`src/rtl/dhif_defines.vh`:
```
// dhif_defines.vh: constants for the display host interface front end
// assumes: included by the front end only, no other users
`ifndef DHIF_DEFINES_VH
`define DHIF_DEFINES_VH
`define DHIF_ADDR_HI 6'h1E
`define DHIF_CTRL_CONT_BIT 7
`define DHIF_CTRL_DC_BIT 6
`define DHIF_BIT_CNT_LAST 3'h7
`define DHIF_BIT_CNT_ZERO 3'h0
`define DHIF_COL_W 7
`define DHIF_COL_ONE 7'h01
`define DHIF_COL_RESET 7'h00
`define DHIF_FIFO_DEPTH 16
`define DHIF_FIFO_AW 4
`define DHIF_PIN_N 5
`define DHIF_PIN_STRAP 4
`define DHIF_PIN_CSN 3
`define DHIF_PIN_DC 2
`define DHIF_PIN_SCL 1
`define DHIF_PIN_SDA 0
`endif

```
`src/rtl/dhif_fifo.v`:
```
// dhif_fifo.v: synchronous fifo for received bytes with data/command tag
// assumes: single clock, clock enable freezes all state
`default_nettype none
module dhif_fifo #(
  parameter WIDTH = 9,
  parameter DEPTH = 16,
  parameter AW = 4
) (
  input wire ref_clk,
  input wire reset_n,
  input wire clk_en,
  input wire in_valid,
  output wire in_ready,
  input wire [WIDTH-1:0] in_data,
  output wire out_valid,
  input wire out_ready,
  output reg [WIDTH-1:0] out_data
);
  reg [WIDTH-1:0] mem_q [0:DEPTH-1];
  reg [AW:0] wr_q;
  reg [AW:0] rd_q;
  reg has_q;
  // the output register is one of the words, so the whole fifo holds DEPTH
  localparam integer DEPTH_I = DEPTH;
  wire empty = (wr_q == rd_q);
  wire [AW+1:0] fill = {1'b0, wr_q - rd_q} + {{(AW+1){1'b0}}, has_q};
  wire full = (fill >= DEPTH_I[AW+1:0]);
  wire push = in_valid && !full;
  wire pop = out_valid && out_ready;
  assign in_ready = !full;
  assign out_valid = has_q;
  // ----------------------------------------
  // storage and pointers
  // ----------------------------------------
  always @(posedge ref_clk) begin
    if (clk_en && push) begin
      mem_q[wr_q[AW-1:0]] <= in_data;
    end
  end
  // output register refills from memory whenever it is drained or empty
  always @(posedge ref_clk or negedge reset_n) begin
    if (!reset_n) begin
      wr_q <= {(AW+1){1'b0}};
      rd_q <= {(AW+1){1'b0}};
      has_q <= 1'b0;
      out_data <= {WIDTH{1'b0}};
    end else if (clk_en) begin
      if (push) begin
        wr_q <= wr_q + {{AW{1'b0}}, 1'b1};
      end
      if ((!has_q || pop) && !empty) begin
        out_data <= mem_q[rd_q[AW-1:0]];
        rd_q <= rd_q + {{AW{1'b0}}, 1'b1};
        has_q <= 1'b1;
      end else if (pop) begin
        has_q <= 1'b0;
      end
    end
  end
endmodule // dhif_fifo
`default_nettype wire

```
`src/rtl/dhif_front_end.v`:
```
// dhif_front_end.v: host serial front end (4-line spi or i2c slave write port)
// assumes: host drives link clock slower than ref_clk/4; pins are asynchronous
//
// Behaviour
// - strap low selects spi, high selects i2c
// - only accept transfers while chip select low
// - low hard init resets whole front end
// - data_command_sel high data, low command
// - i2c mode: dc pin is address lsb
// - spi mode: line zero is serial clock
// - spi: line one data in, line two unused
// - i2c: lines one/two form sda, zero scl
// - slave address fixed except lsb select
// - rw bit one read, zero write
// - control byte: continuation, dc, six zeros
// - column pointer increments after each data write
`default_nettype none
`include "dhif_defines.vh"
module dhif_front_end #(
  parameter COL_W = `DHIF_COL_W,
  parameter FIFO_DEPTH = `DHIF_FIFO_DEPTH,
  parameter FIFO_AW = `DHIF_FIFO_AW
) (
  input wire ref_clk,
  input wire reset_n,
  input wire clk_en,
  input wire hard_init_n,
  input wire port_select_strap,
  input wire chip_select_n,
  input wire data_command_sel,
  input wire serial_line_zero,
  input wire serial_line_one,
  output wire sda_out,
  output wire sda_oe_n,
  output wire byte_valid,
  input wire byte_ready,
  output wire [7:0] byte_data,
  output wire byte_is_data,
  output reg [COL_W-1:0] col_ptr_q,
  output reg read_req_q,
  output reg i2c_mode_q
);
  // ----------------------------------------
  // synchronisers
  // ----------------------------------------
  wire [`DHIF_PIN_N-1:0] pin_raw;
  wire [`DHIF_PIN_N-1:0] pin_s;
  reg [1:0] init_s_q;
  wire rst_all_n = reset_n & init_s_q[1];
  assign pin_raw[`DHIF_PIN_STRAP] = port_select_strap;
  assign pin_raw[`DHIF_PIN_CSN] = chip_select_n;
  assign pin_raw[`DHIF_PIN_DC] = data_command_sel;
  assign pin_raw[`DHIF_PIN_SCL] = serial_line_zero;
  assign pin_raw[`DHIF_PIN_SDA] = serial_line_one;
  // init pin has its own pair: it feeds the reset of everything else
  always @(posedge ref_clk or negedge reset_n) begin
    if (!reset_n) begin
      init_s_q <= 2'h0;
    end else if (clk_en) begin
      init_s_q <= {init_s_q[0], hard_init_n};
    end
  end
  // pipelines idle high; only spi clock idles low, and spi ignores falls
  genvar gi;
  generate
    for (gi = 0; gi < `DHIF_PIN_N; gi = gi + 1) begin : g_sync
      reg s1_q;
      reg s2_q;
      always @(posedge ref_clk or negedge rst_all_n) begin
        if (!rst_all_n) begin
          s1_q <= 1'b1;
          s2_q <= 1'b1;
        end else if (clk_en) begin
          s1_q <= pin_raw[gi];
          s2_q <= s1_q;
        end
      end
      assign pin_s[gi] = s2_q;
    end
  endgenerate
  wire strap_s = pin_s[`DHIF_PIN_STRAP];
  wire csn_s = pin_s[`DHIF_PIN_CSN];
  wire dc_s = pin_s[`DHIF_PIN_DC];
  wire clk_s = pin_s[`DHIF_PIN_SCL];
  wire sda_s = pin_s[`DHIF_PIN_SDA];
  reg clk_d1_q;
  reg sda_d1_q;
  wire clk_rise = clk_s && !clk_d1_q;
  wire clk_fall = !clk_s && clk_d1_q;
  wire i2c_start = i2c_mode_q && clk_s && clk_d1_q && sda_d1_q && !sda_s;
  wire i2c_stop = i2c_mode_q && clk_s && clk_d1_q && !sda_d1_q && sda_s;
  // ----------------------------------------
  // receive state
  // ----------------------------------------
  localparam ST_IDLE = 3'h0;
  localparam ST_ADDR = 3'h1;
  localparam ST_CTRL = 3'h2;
  localparam ST_DATA = 3'h3;
  localparam ST_SPI = 3'h4;
  localparam ST_SKIP = 3'h5;
  reg [2:0] st_q;
  reg [2:0] bit_q;
  reg [7:0] sh_q;
  reg ack_q;
  reg cont_q;
  reg dc_q;
  reg strap_seen_q;
  reg [1:0] fill_q;
  reg sh_valid_q;
  reg push_q;
  reg [8:0] push_data_q;
  wire fifo_in_ready;
  wire [7:0] byte_now = {sh_q[6:0], sda_s};
  wire last_bit = (bit_q == `DHIF_BIT_CNT_LAST);
  wire [6:0] my_addr = {`DHIF_ADDR_HI, dc_s};
  function is_ctrl_ok;
    input [7:0] b;
    begin
      is_ctrl_ok = (b[5:0] == 6'h00);
    end
  endfunction
  // states in which a byte is being shifted toward a decision
  function rx_active;
    input [2:0] st;
    begin
      rx_active = (st != ST_IDLE) && (st != ST_SKIP);
    end
  endfunction
  assign sda_out = 1'b0;
  assign sda_oe_n = !ack_q;
  always @(posedge ref_clk or negedge rst_all_n) begin
    if (!rst_all_n) begin
      st_q <= ST_IDLE;
      bit_q <= `DHIF_BIT_CNT_ZERO;
      sh_q <= 8'h00;
      ack_q <= 1'b0;
      cont_q <= 1'b0;
      dc_q <= 1'b0;
      clk_d1_q <= 1'b1;
      sda_d1_q <= 1'b1;
      strap_seen_q <= 1'b0;
      fill_q <= 2'h0;
      i2c_mode_q <= 1'b0;
      push_q <= 1'b0;
      push_data_q <= 9'h000;
      read_req_q <= 1'b0;
    end else if (clk_en) begin
      clk_d1_q <= clk_s;
      sda_d1_q <= sda_s;
      push_q <= 1'b0;
      fill_q <= {fill_q[0], 1'b1};
      // strap pipeline shows its reset value until two samples have passed
      if (!strap_seen_q && fill_q[1]) begin
        strap_seen_q <= 1'b1;
        i2c_mode_q <= strap_s;
      end
      if (!i2c_mode_q) begin
        if (csn_s || !strap_seen_q) begin
          st_q <= ST_SPI;
          bit_q <= `DHIF_BIT_CNT_ZERO;
        end else if (clk_rise) begin
          sh_q <= byte_now;
          bit_q <= bit_q + 3'h1;
          if (last_bit) begin
            push_q <= fifo_in_ready;
            push_data_q <= {dc_s, byte_now};
          end
        end
      end else if (csn_s || i2c_stop) begin
        st_q <= ST_IDLE;
        ack_q <= 1'b0;
      end else if (i2c_start) begin
        st_q <= ST_ADDR;
        bit_q <= `DHIF_BIT_CNT_ZERO;
        ack_q <= 1'b0;
      end else begin
        if (clk_fall && ack_q) begin
          ack_q <= 1'b0;
          bit_q <= `DHIF_BIT_CNT_ZERO;
        end else if (clk_rise && !ack_q && rx_active(st_q)) begin
          sh_q <= byte_now;
          bit_q <= bit_q + 3'h1;
        end
        // ack is driven from the falling edge after the eighth bit
        if (clk_fall && !ack_q && bit_q == `DHIF_BIT_CNT_ZERO && rx_active(st_q) && sh_valid_q) begin
          case (st_q)
            ST_ADDR: begin
              if (sh_q[7:1] == my_addr) begin
                ack_q <= 1'b1;
                read_req_q <= sh_q[0];
                st_q <= sh_q[0] ? ST_SKIP : ST_CTRL;
              end else begin
                st_q <= ST_SKIP;
              end
            end
            ST_CTRL: begin
              if (is_ctrl_ok(sh_q)) begin
                ack_q <= 1'b1;
                cont_q <= sh_q[`DHIF_CTRL_CONT_BIT];
                dc_q <= sh_q[`DHIF_CTRL_DC_BIT];
                st_q <= ST_DATA;
              end else begin
                st_q <= ST_SKIP;
              end
            end
            ST_DATA: begin
              ack_q <= fifo_in_ready;
              push_q <= fifo_in_ready;
              push_data_q <= {dc_q, sh_q};
              st_q <= cont_q ? ST_CTRL : ST_DATA;
            end
            default: begin
              st_q <= ST_SKIP;
            end
          endcase
        end
      end
    end
  end
  // marks that eight bits have been shifted since the last byte boundary
  always @(posedge ref_clk or negedge rst_all_n) begin
    if (!rst_all_n) begin
      sh_valid_q <= 1'b0;
    end else if (clk_en) begin
      if (i2c_start || ack_q) begin
        sh_valid_q <= 1'b0;
      end else if (clk_rise && last_bit && i2c_mode_q) begin
        sh_valid_q <= 1'b1;
      end
    end
  end
  // ----------------------------------------
  // byte fifo and column pointer
  // ----------------------------------------
  wire [8:0] fifo_out;
  dhif_fifo #(
    .WIDTH(9),
    .DEPTH(FIFO_DEPTH),
    .AW(FIFO_AW)
  ) u_fifo (
    .ref_clk(ref_clk),
    .reset_n(rst_all_n),
    .clk_en(clk_en),
    .in_valid(push_q),
    .in_ready(fifo_in_ready),
    .in_data(push_data_q),
    .out_valid(byte_valid),
    .out_ready(byte_ready),
    .out_data(fifo_out)
  );
  assign byte_data = fifo_out[7:0];
  assign byte_is_data = fifo_out[8];
  always @(posedge ref_clk or negedge rst_all_n) begin
    if (!rst_all_n) begin
      col_ptr_q <= `DHIF_COL_RESET;
    end else if (clk_en && byte_valid && byte_ready && byte_is_data) begin
      col_ptr_q <= col_ptr_q + `DHIF_COL_ONE;
    end
  end
endmodule // dhif_front_end
`default_nettype wire

```
`config.mk`:
```
export PLATFORM = sky130hd
export DESIGN_NAME = dhif_front_end
export DESIGN_NICKNAME = d
export VERILOG_FILES = /design/src/rtl/dhif_fifo.v /design/src/rtl/dhif_front_end.v
export VERILOG_INCLUDE_DIRS = /design/src /design/src/rtl
export SDC_FILE = /design/constraint.sdc
export NUM_CORES = 1
export LEC_CHECK = 0
export BUFFER_PORTS_ARGS = -buffer_cell sky130_fd_sc_hd__buf_2
export CORE_ASPECT_RATIO = 1.2
export CORE_MARGIN = 1
export CORE_UTILIZATION = 30
export CTS_CLUSTER_DIAMETER = 50
export CTS_CLUSTER_SIZE = 12
export DETAILED_ROUTE_END_ITERATION = 10
export GPL_TIMING_DRIVEN = 0
export PLACE_DENSITY = 0.53
export RECOVER_POWER = 50
export SLEW_MARGIN = 5
export SYNTH_ARGS = -nofsm -noshare
export SYNTH_HDL_FRONTEND = slang
export SYNTH_SLANG_ARGS = --single-unit
```
`constraint.sdc`:
```
create_clock -name ref_clk -period 7.7 [get_ports ref_clk]
set_input_delay 2.31 -clock ref_clk [delete_from_list [all_inputs] [get_ports ref_clk]]
set_output_delay 2.31 -clock ref_clk [all_outputs]
set_load 0.05 [all_outputs]
```
Word-level counts from Yosys, hierarchy flattened. Memories as Yosys holds them, arrays and structs flattened. A register that Yosys moved wholly into a read port is not among the register bits. Cells that the tools add are included.

Add/sub/neg operators: 6. Order comparisons: 1. Eq/ne operators: 16. Muxes and demuxes: 53. Bitwise logic cells: 3. Reduce and logical (&&, ||, !) cells: 61.

Operators with widths (number): $mux W9 (8); $mux W8 (7); $mux W3 (15); $logic_and A1 B1 Y1 (26); $mux W1 (21); $reduce_and A7 Y1 (3); $reduce_and A2 Y1 (6); $add A5 B1 Y5 const B (2); $logic_not A1 Y1 (10); $reduce_bool A2 Y1 (5); $pmux W3 S3 (1); $ne A2 B2 Y1 const B (4); $ne A4 B1 Y1 const B (2); $reduce_and A8 Y1 (1); $add A7 B1 Y7 const B (1); $eq A7 B6 Y1 (1); $add A5 B1 Y6 (1); $eq A3 B2 Y1 const B (2); $ge A6 B5 Y1 const B (1); $logic_not A6 Y1 (1); $ne A2 B1 Y1 const B (3); $reduce_bool A3 Y1 (2); $eq A5 B5 Y1 (1); $sub A5 B5 Y5 (1); 11 further kinds (15).

Register bits after elaboration: 65. RAM bits: 144. Bits of input ports: 10. Logic and storage cells: 171. Memories kept: 1.

Memories: u_fifo.mem_q (depth 16, width 9, rd ports 1, clocked after Yosys merged registers in 1, wr ports 1, line dhif_fifo.v:19) `reg [WIDTH-1:0] mem_q [0:DEPTH-1];`.

Depth between registers and ports, before layout.
Word-level depth: 10. Depth in mapped cells: 10. Depth with buffers taken out: 9.

By module. Synthesis repeated with hierarchy kept, for this count alone.

Cells, all modules: 563. Area total of the unflattened synthesis: 9370.2 sq um.

By module, submodules not included: dhif_fifo (instances 1, cells an instance 330, area each 6651.4 sq um, sequential area each 4824.6 sq um); dhif_front_end (instances 1, cells an instance 233, area each 2718.9 sq um, sequential area each 1366.3 sq um).

Worst setup path before layout. Ideal clock, no wire load.

Path kind: input to register. Start: input port clk_en. End: memory u_fifo.mem_q[0][0], enable pin. Data arrival time: 3.774 ns. Data required time: 7.301 ns. Slack: 3.527 ns. Stages on the path: 3. Path buffers: 1. Cells stage by stage: buf_2 -> nor2b_1 -> nor4bb_1.

Word-level cells in the longest chain between the ends: 3.

Ends and longest elaborated chain: start: declaration (line dhif_front_end.v:26) `input wire clk_en,`; $logic_and A1 B1 Y1 (line dhif_fifo.v:36) `if (clk_en && push) begin`; $mux W1 (line dhif_fifo.v:36); $mux W1 (implied by the code) (line dhif_fifo.v:37) `mem_q[wr_q[AW-1:0]] <= in_data;`; end: declaration (line dhif_fifo.v:19).

Every way passes these cells.

Worst setup path after layout.
Start: register u_fifo.rd_q[1]. End: memory u_fifo.mem_q[7][5], enable pin.

Word-level cells in the longest chain between the ends: 8.

Ends and longest elaborated chain: start: declaration (line dhif_fifo.v:21) `reg [AW:0] rd_q;`; start signal: assignment (line dhif_fifo.v:44) `rd_q <= {(AW+1){1'b0}};`; start signal: assignment (line dhif_fifo.v:53) `rd_q <= rd_q + {{AW{1'b0}}, 1'b1};`; $sub A5 B5 Y5 (line dhif_fifo.v:26) `wire [AW+1:0] fill = {1'b0, wr_q - rd_q} + {{(AW+1){1'b0}}, has_q};`; $add A5 B1 Y6 (line dhif_fifo.v:26); $ge A6 B5 Y1 (line dhif_fifo.v:27) `wire full = (fill >= DEPTH_I[AW+1:0]);`; $logic_not A1 Y1 (line dhif_fifo.v:28) `wire push = in_valid && !full;`; $logic_and A1 B1 Y1 (line dhif_fifo.v:28); $logic_and A1 B1 Y1 (line dhif_fifo.v:36); $mux W1 (line dhif_fifo.v:36); $mux W1 (implied by the code) (line dhif_fifo.v:37).

Every way passes these cells.

==> metrics <==
crit path launch type=flip-flop; area of the multi-input gates=between 2000 and 3000 µm²; Die W=between 150 and 200 µm; Final ANT Viol Nets=0; Unique masters post-synth=66; FP Rows=70; peak supply drop=0.210 mV; Post-Synthesis Cells=between 500 and 600; Area Growth Syn to Fin=16.8%; DRT Pass-1 Iters=5; Top Metal Used=met4; clock tree buffer depth=3; Seq/Total Area, Yosys=0.666; Core Region=30,500 µm²; Final GP Congestion=roughly 0.81; root buffer cell=clkbuf_16; via density per instance=4.92; power density over the cells=~320 nW/µm²; failing checks=max-capacitance violations, max-slew violations; boundary pin count=31; Starting Density=0.305; WP data required=between 7000 and 8000 ps; post-CTS repair timing setup buffer count=0; Fmax=approximately 220 MHz; nets=658; Max Cap Viol=1; largest net degree at the start of global routing=43; Worst Hold Class=reg2reg; Post-Syn Nets=between 500 and 600; Num Clock Sinks=218; mean post-synth cell area=about 16 µm²; outcome=finished with violations; endpoints failing setup=0; CTS tree=yes; H-tree Lvls=1; initial antenna violation count=0; first-pass GRT wire length=32.0 mm; Async S/R FF share, synth=0.339; placed cell area=10,000 µm²; I/O Buffers=29; Post-synth EDFFs=about 140; reg2reg setup slack=between 3000 and 4000 ps; DP HPWL=about 14 mm; yosys warns=0; Worst Clk Skew=around 22 ps; Slew Limit Fails=31; FF+latch area=6190 µm²; overall global routing resource usage=0.131; insertion delay to the later sink of the worst-skew pair=530 ps; CP Class=reg2reg; final hold violation count=0; Setup Total Neg Slack=0 ps; CP Capture Type=flip-flop; Tmin final=4540 ps; Fillers=2,912; Post-CTS Hold Fix Bufs=0; clock buffer count from CTS=26; fin area=approximately 11,000 µm²; vias in the first global route=about 5,500; met1 wire length=about 8.6 mm; Util after Layout=0.357; CP arrival=~4700 ps; die area=31,700 µm²; headroom to the max-slew limit=-0.420; via count=slightly above 5,000; leak pwr=around 3.8 nW; RSZ-0062 raised after global routing=no; DRC=0; total wire length=20.2 mm; fin crit share=0.589; Post-Syn Area=9300 µm²; Met2 Wirelength=between 10 and 15 mm; dominant synthesized flop cell=edfxtp_1; Slew @ Worst Pin=around 2100 ps; synthesized flop and latch total=about 220; Routed met3 length=roughly 660 µm; share of cells above drive strength 1=0.272; clock-pin slew on the worst setup and hold paths=around 60 ps; die span in y=about 190 µm; DR iter-0 viols=395; wire per inst=19.3 µm; critical path peak fanout=10; GRT Residual Overflow=0; n_diodes=0; Post-CTS Resized=0
critical path: stages (launching register included):
cell and delay (ps):
dfrtp_1 380, buf_2 330, buf_1 620, inv_1 220, fa_1 500, a21o_2 210, a21oi_2 180, xnor2_1 190
nand3_1 300, buf_2 280, nor2_1 920
cell usage in the layout, fill, tap and decap left out, types with 15 or more instances in the layout:
| cell | n |
|---|---|
| mux2i_1 | 27 |
| a21oi_1 | 15 |
| edfxtp_1 | 144 |
| clkbuf_16 | 27 |
| mux4_2 | 36 |
| buf_2 | 37 |
| clkbuf_1 | 17 |
| nor2_1 | 21 |
| dfrtp_1 | 62 |
| mux2_2 | 29 |
| nand2_1 | 30 |
per-stage QoR:
step                total power [mW]  hold slack [ps]  setup WS, ps  std cells
floorplan                       2.06              431          3190        571
global placement                2.29              450          1940        996
detailed placement              2.31              357          3150       1002
CTS                             3.50              370          3150       1050
global route                    3.61              485          2880       1050
finish                          3.45              461          3160       1050
sequential cells by signal, indices dropped and copies added, names as in the netlist, 2 cells and up:
register and flops:
fill_q 2, init_s_q 2, bit_q 3, col_ptr_q 7, st_q 3, u_fifo.wr_q 5
g_sync.s2_q 2, sh_q 8, push_data_q 9, g_sync.s1_q 5, u_fifo.out_data 9, u_fifo.mem_q 144
u_fifo.rd_q 5
logic make-up (layout without fill, tap and decap cells):
group	count (synthesis)	count (layout)	share of synthesized area
multiplexers	92	92	0.151
AND/OR/NAND/NOR	120	120	0.0728
flip-flops	218	218	0.666
XOR/XNOR	21	21	0.0206
buffers and inverters	38	121	0.0183
AO/OA/AOI/OAI	67	67	0.0515
adder cells (fa/ha/maj)	14	14	0.0196
other	1	1	0.000403
worst paths after layout:
kind                                start                 end  cells after the start
min in group asynchronous     init_s_q[1]          read_req_q                      1
max                        u_fifo.rd_q[1]  u_fifo.mem_q[7][5]                     10
min                          col_ptr_q[6]        col_ptr_q[6]                      1
max in group asynchronous         reset_n    u_fifo.out_valid                      2
max reg2reg                u_fifo.rd_q[1]  u_fifo.mem_q[7][5]                     10
min reg2reg                  col_ptr_q[6]        col_ptr_q[6]                      1
where the power goes:
| group | internal [mW] | switching, mW | total, mW |
|---|---|---|---|
| logic | 0.324 | 0.523 | 0.847 |
| clock network | 0.700 | 0.471 | 1.17 |
| registers | 1.33 | 0.102 | 1.44 |
| total | 2.36 | 1.10 | 3.45 |
Yosys cell counts, types with 2 or more instances:
cell type	count	area [µm²]
nand4_1	9	56.3
buf_1	6	22.5
and2_1	2	12.5
dfrtp_1	62	1550
edfxtp_1	144	4320
o2111ai_1	2	17.5
o221ai_1	10	87.6
dfstp_2	12	315
inv_1	13	48.8
a22o_1	2	17.5
nand2_1	30	113
clkbuf_1	6	22.5
a31oi_1	10	62.6
xor2_1	8	70.1
buf_2	7	35.0
nand2b_1	7	43.8
nor4bb_1	5	50.1
nor2b_1	4	25.0
o211ai_1	3	22.5
o21ai_1	2	10.0
nand3b_1	6	45.0
xnor2_1	12	105
mux4_2	36	811
o21ai_0	9	45.0
or2_2	2	12.5
nor3_1	3	15.0
or3_1	2	12.5
a41oi_1	2	17.5
buf_4	3	22.5
mux2i_1	27	270
nand3_1	12	60.1
ha_1	13	163
mux2_2	29	327
nor2_1	21	78.8
nand4b_1	3	26.3
a21oi_1	15	75.1
nor4_1	3	18.8
final cells by class:
class	instances	share of cell area
Buffer	23	0.0104
Clock buffer	40	0.0713
Clock inverter	8	0.00656
Inverter	15	0.00518
Multi-Input combinational cell	315	0.273
Sequential cell	218	0.570
Tap cell	396	0.0456
Timing Repair Buffer	35	0.0185
per-layer routing:
| metal | global-route usage | up-vias |
|---|---|---|
| met5 | 0 | - |
| met3 | 0.0196 | 42 |
| met4 | 0.0398 | 0 |
| li1 | - | 2363 |
| met1 | 0.163 | 2662 |
| met2 | 0.233 | 102 |
Power figures use the tool's default switching activity.
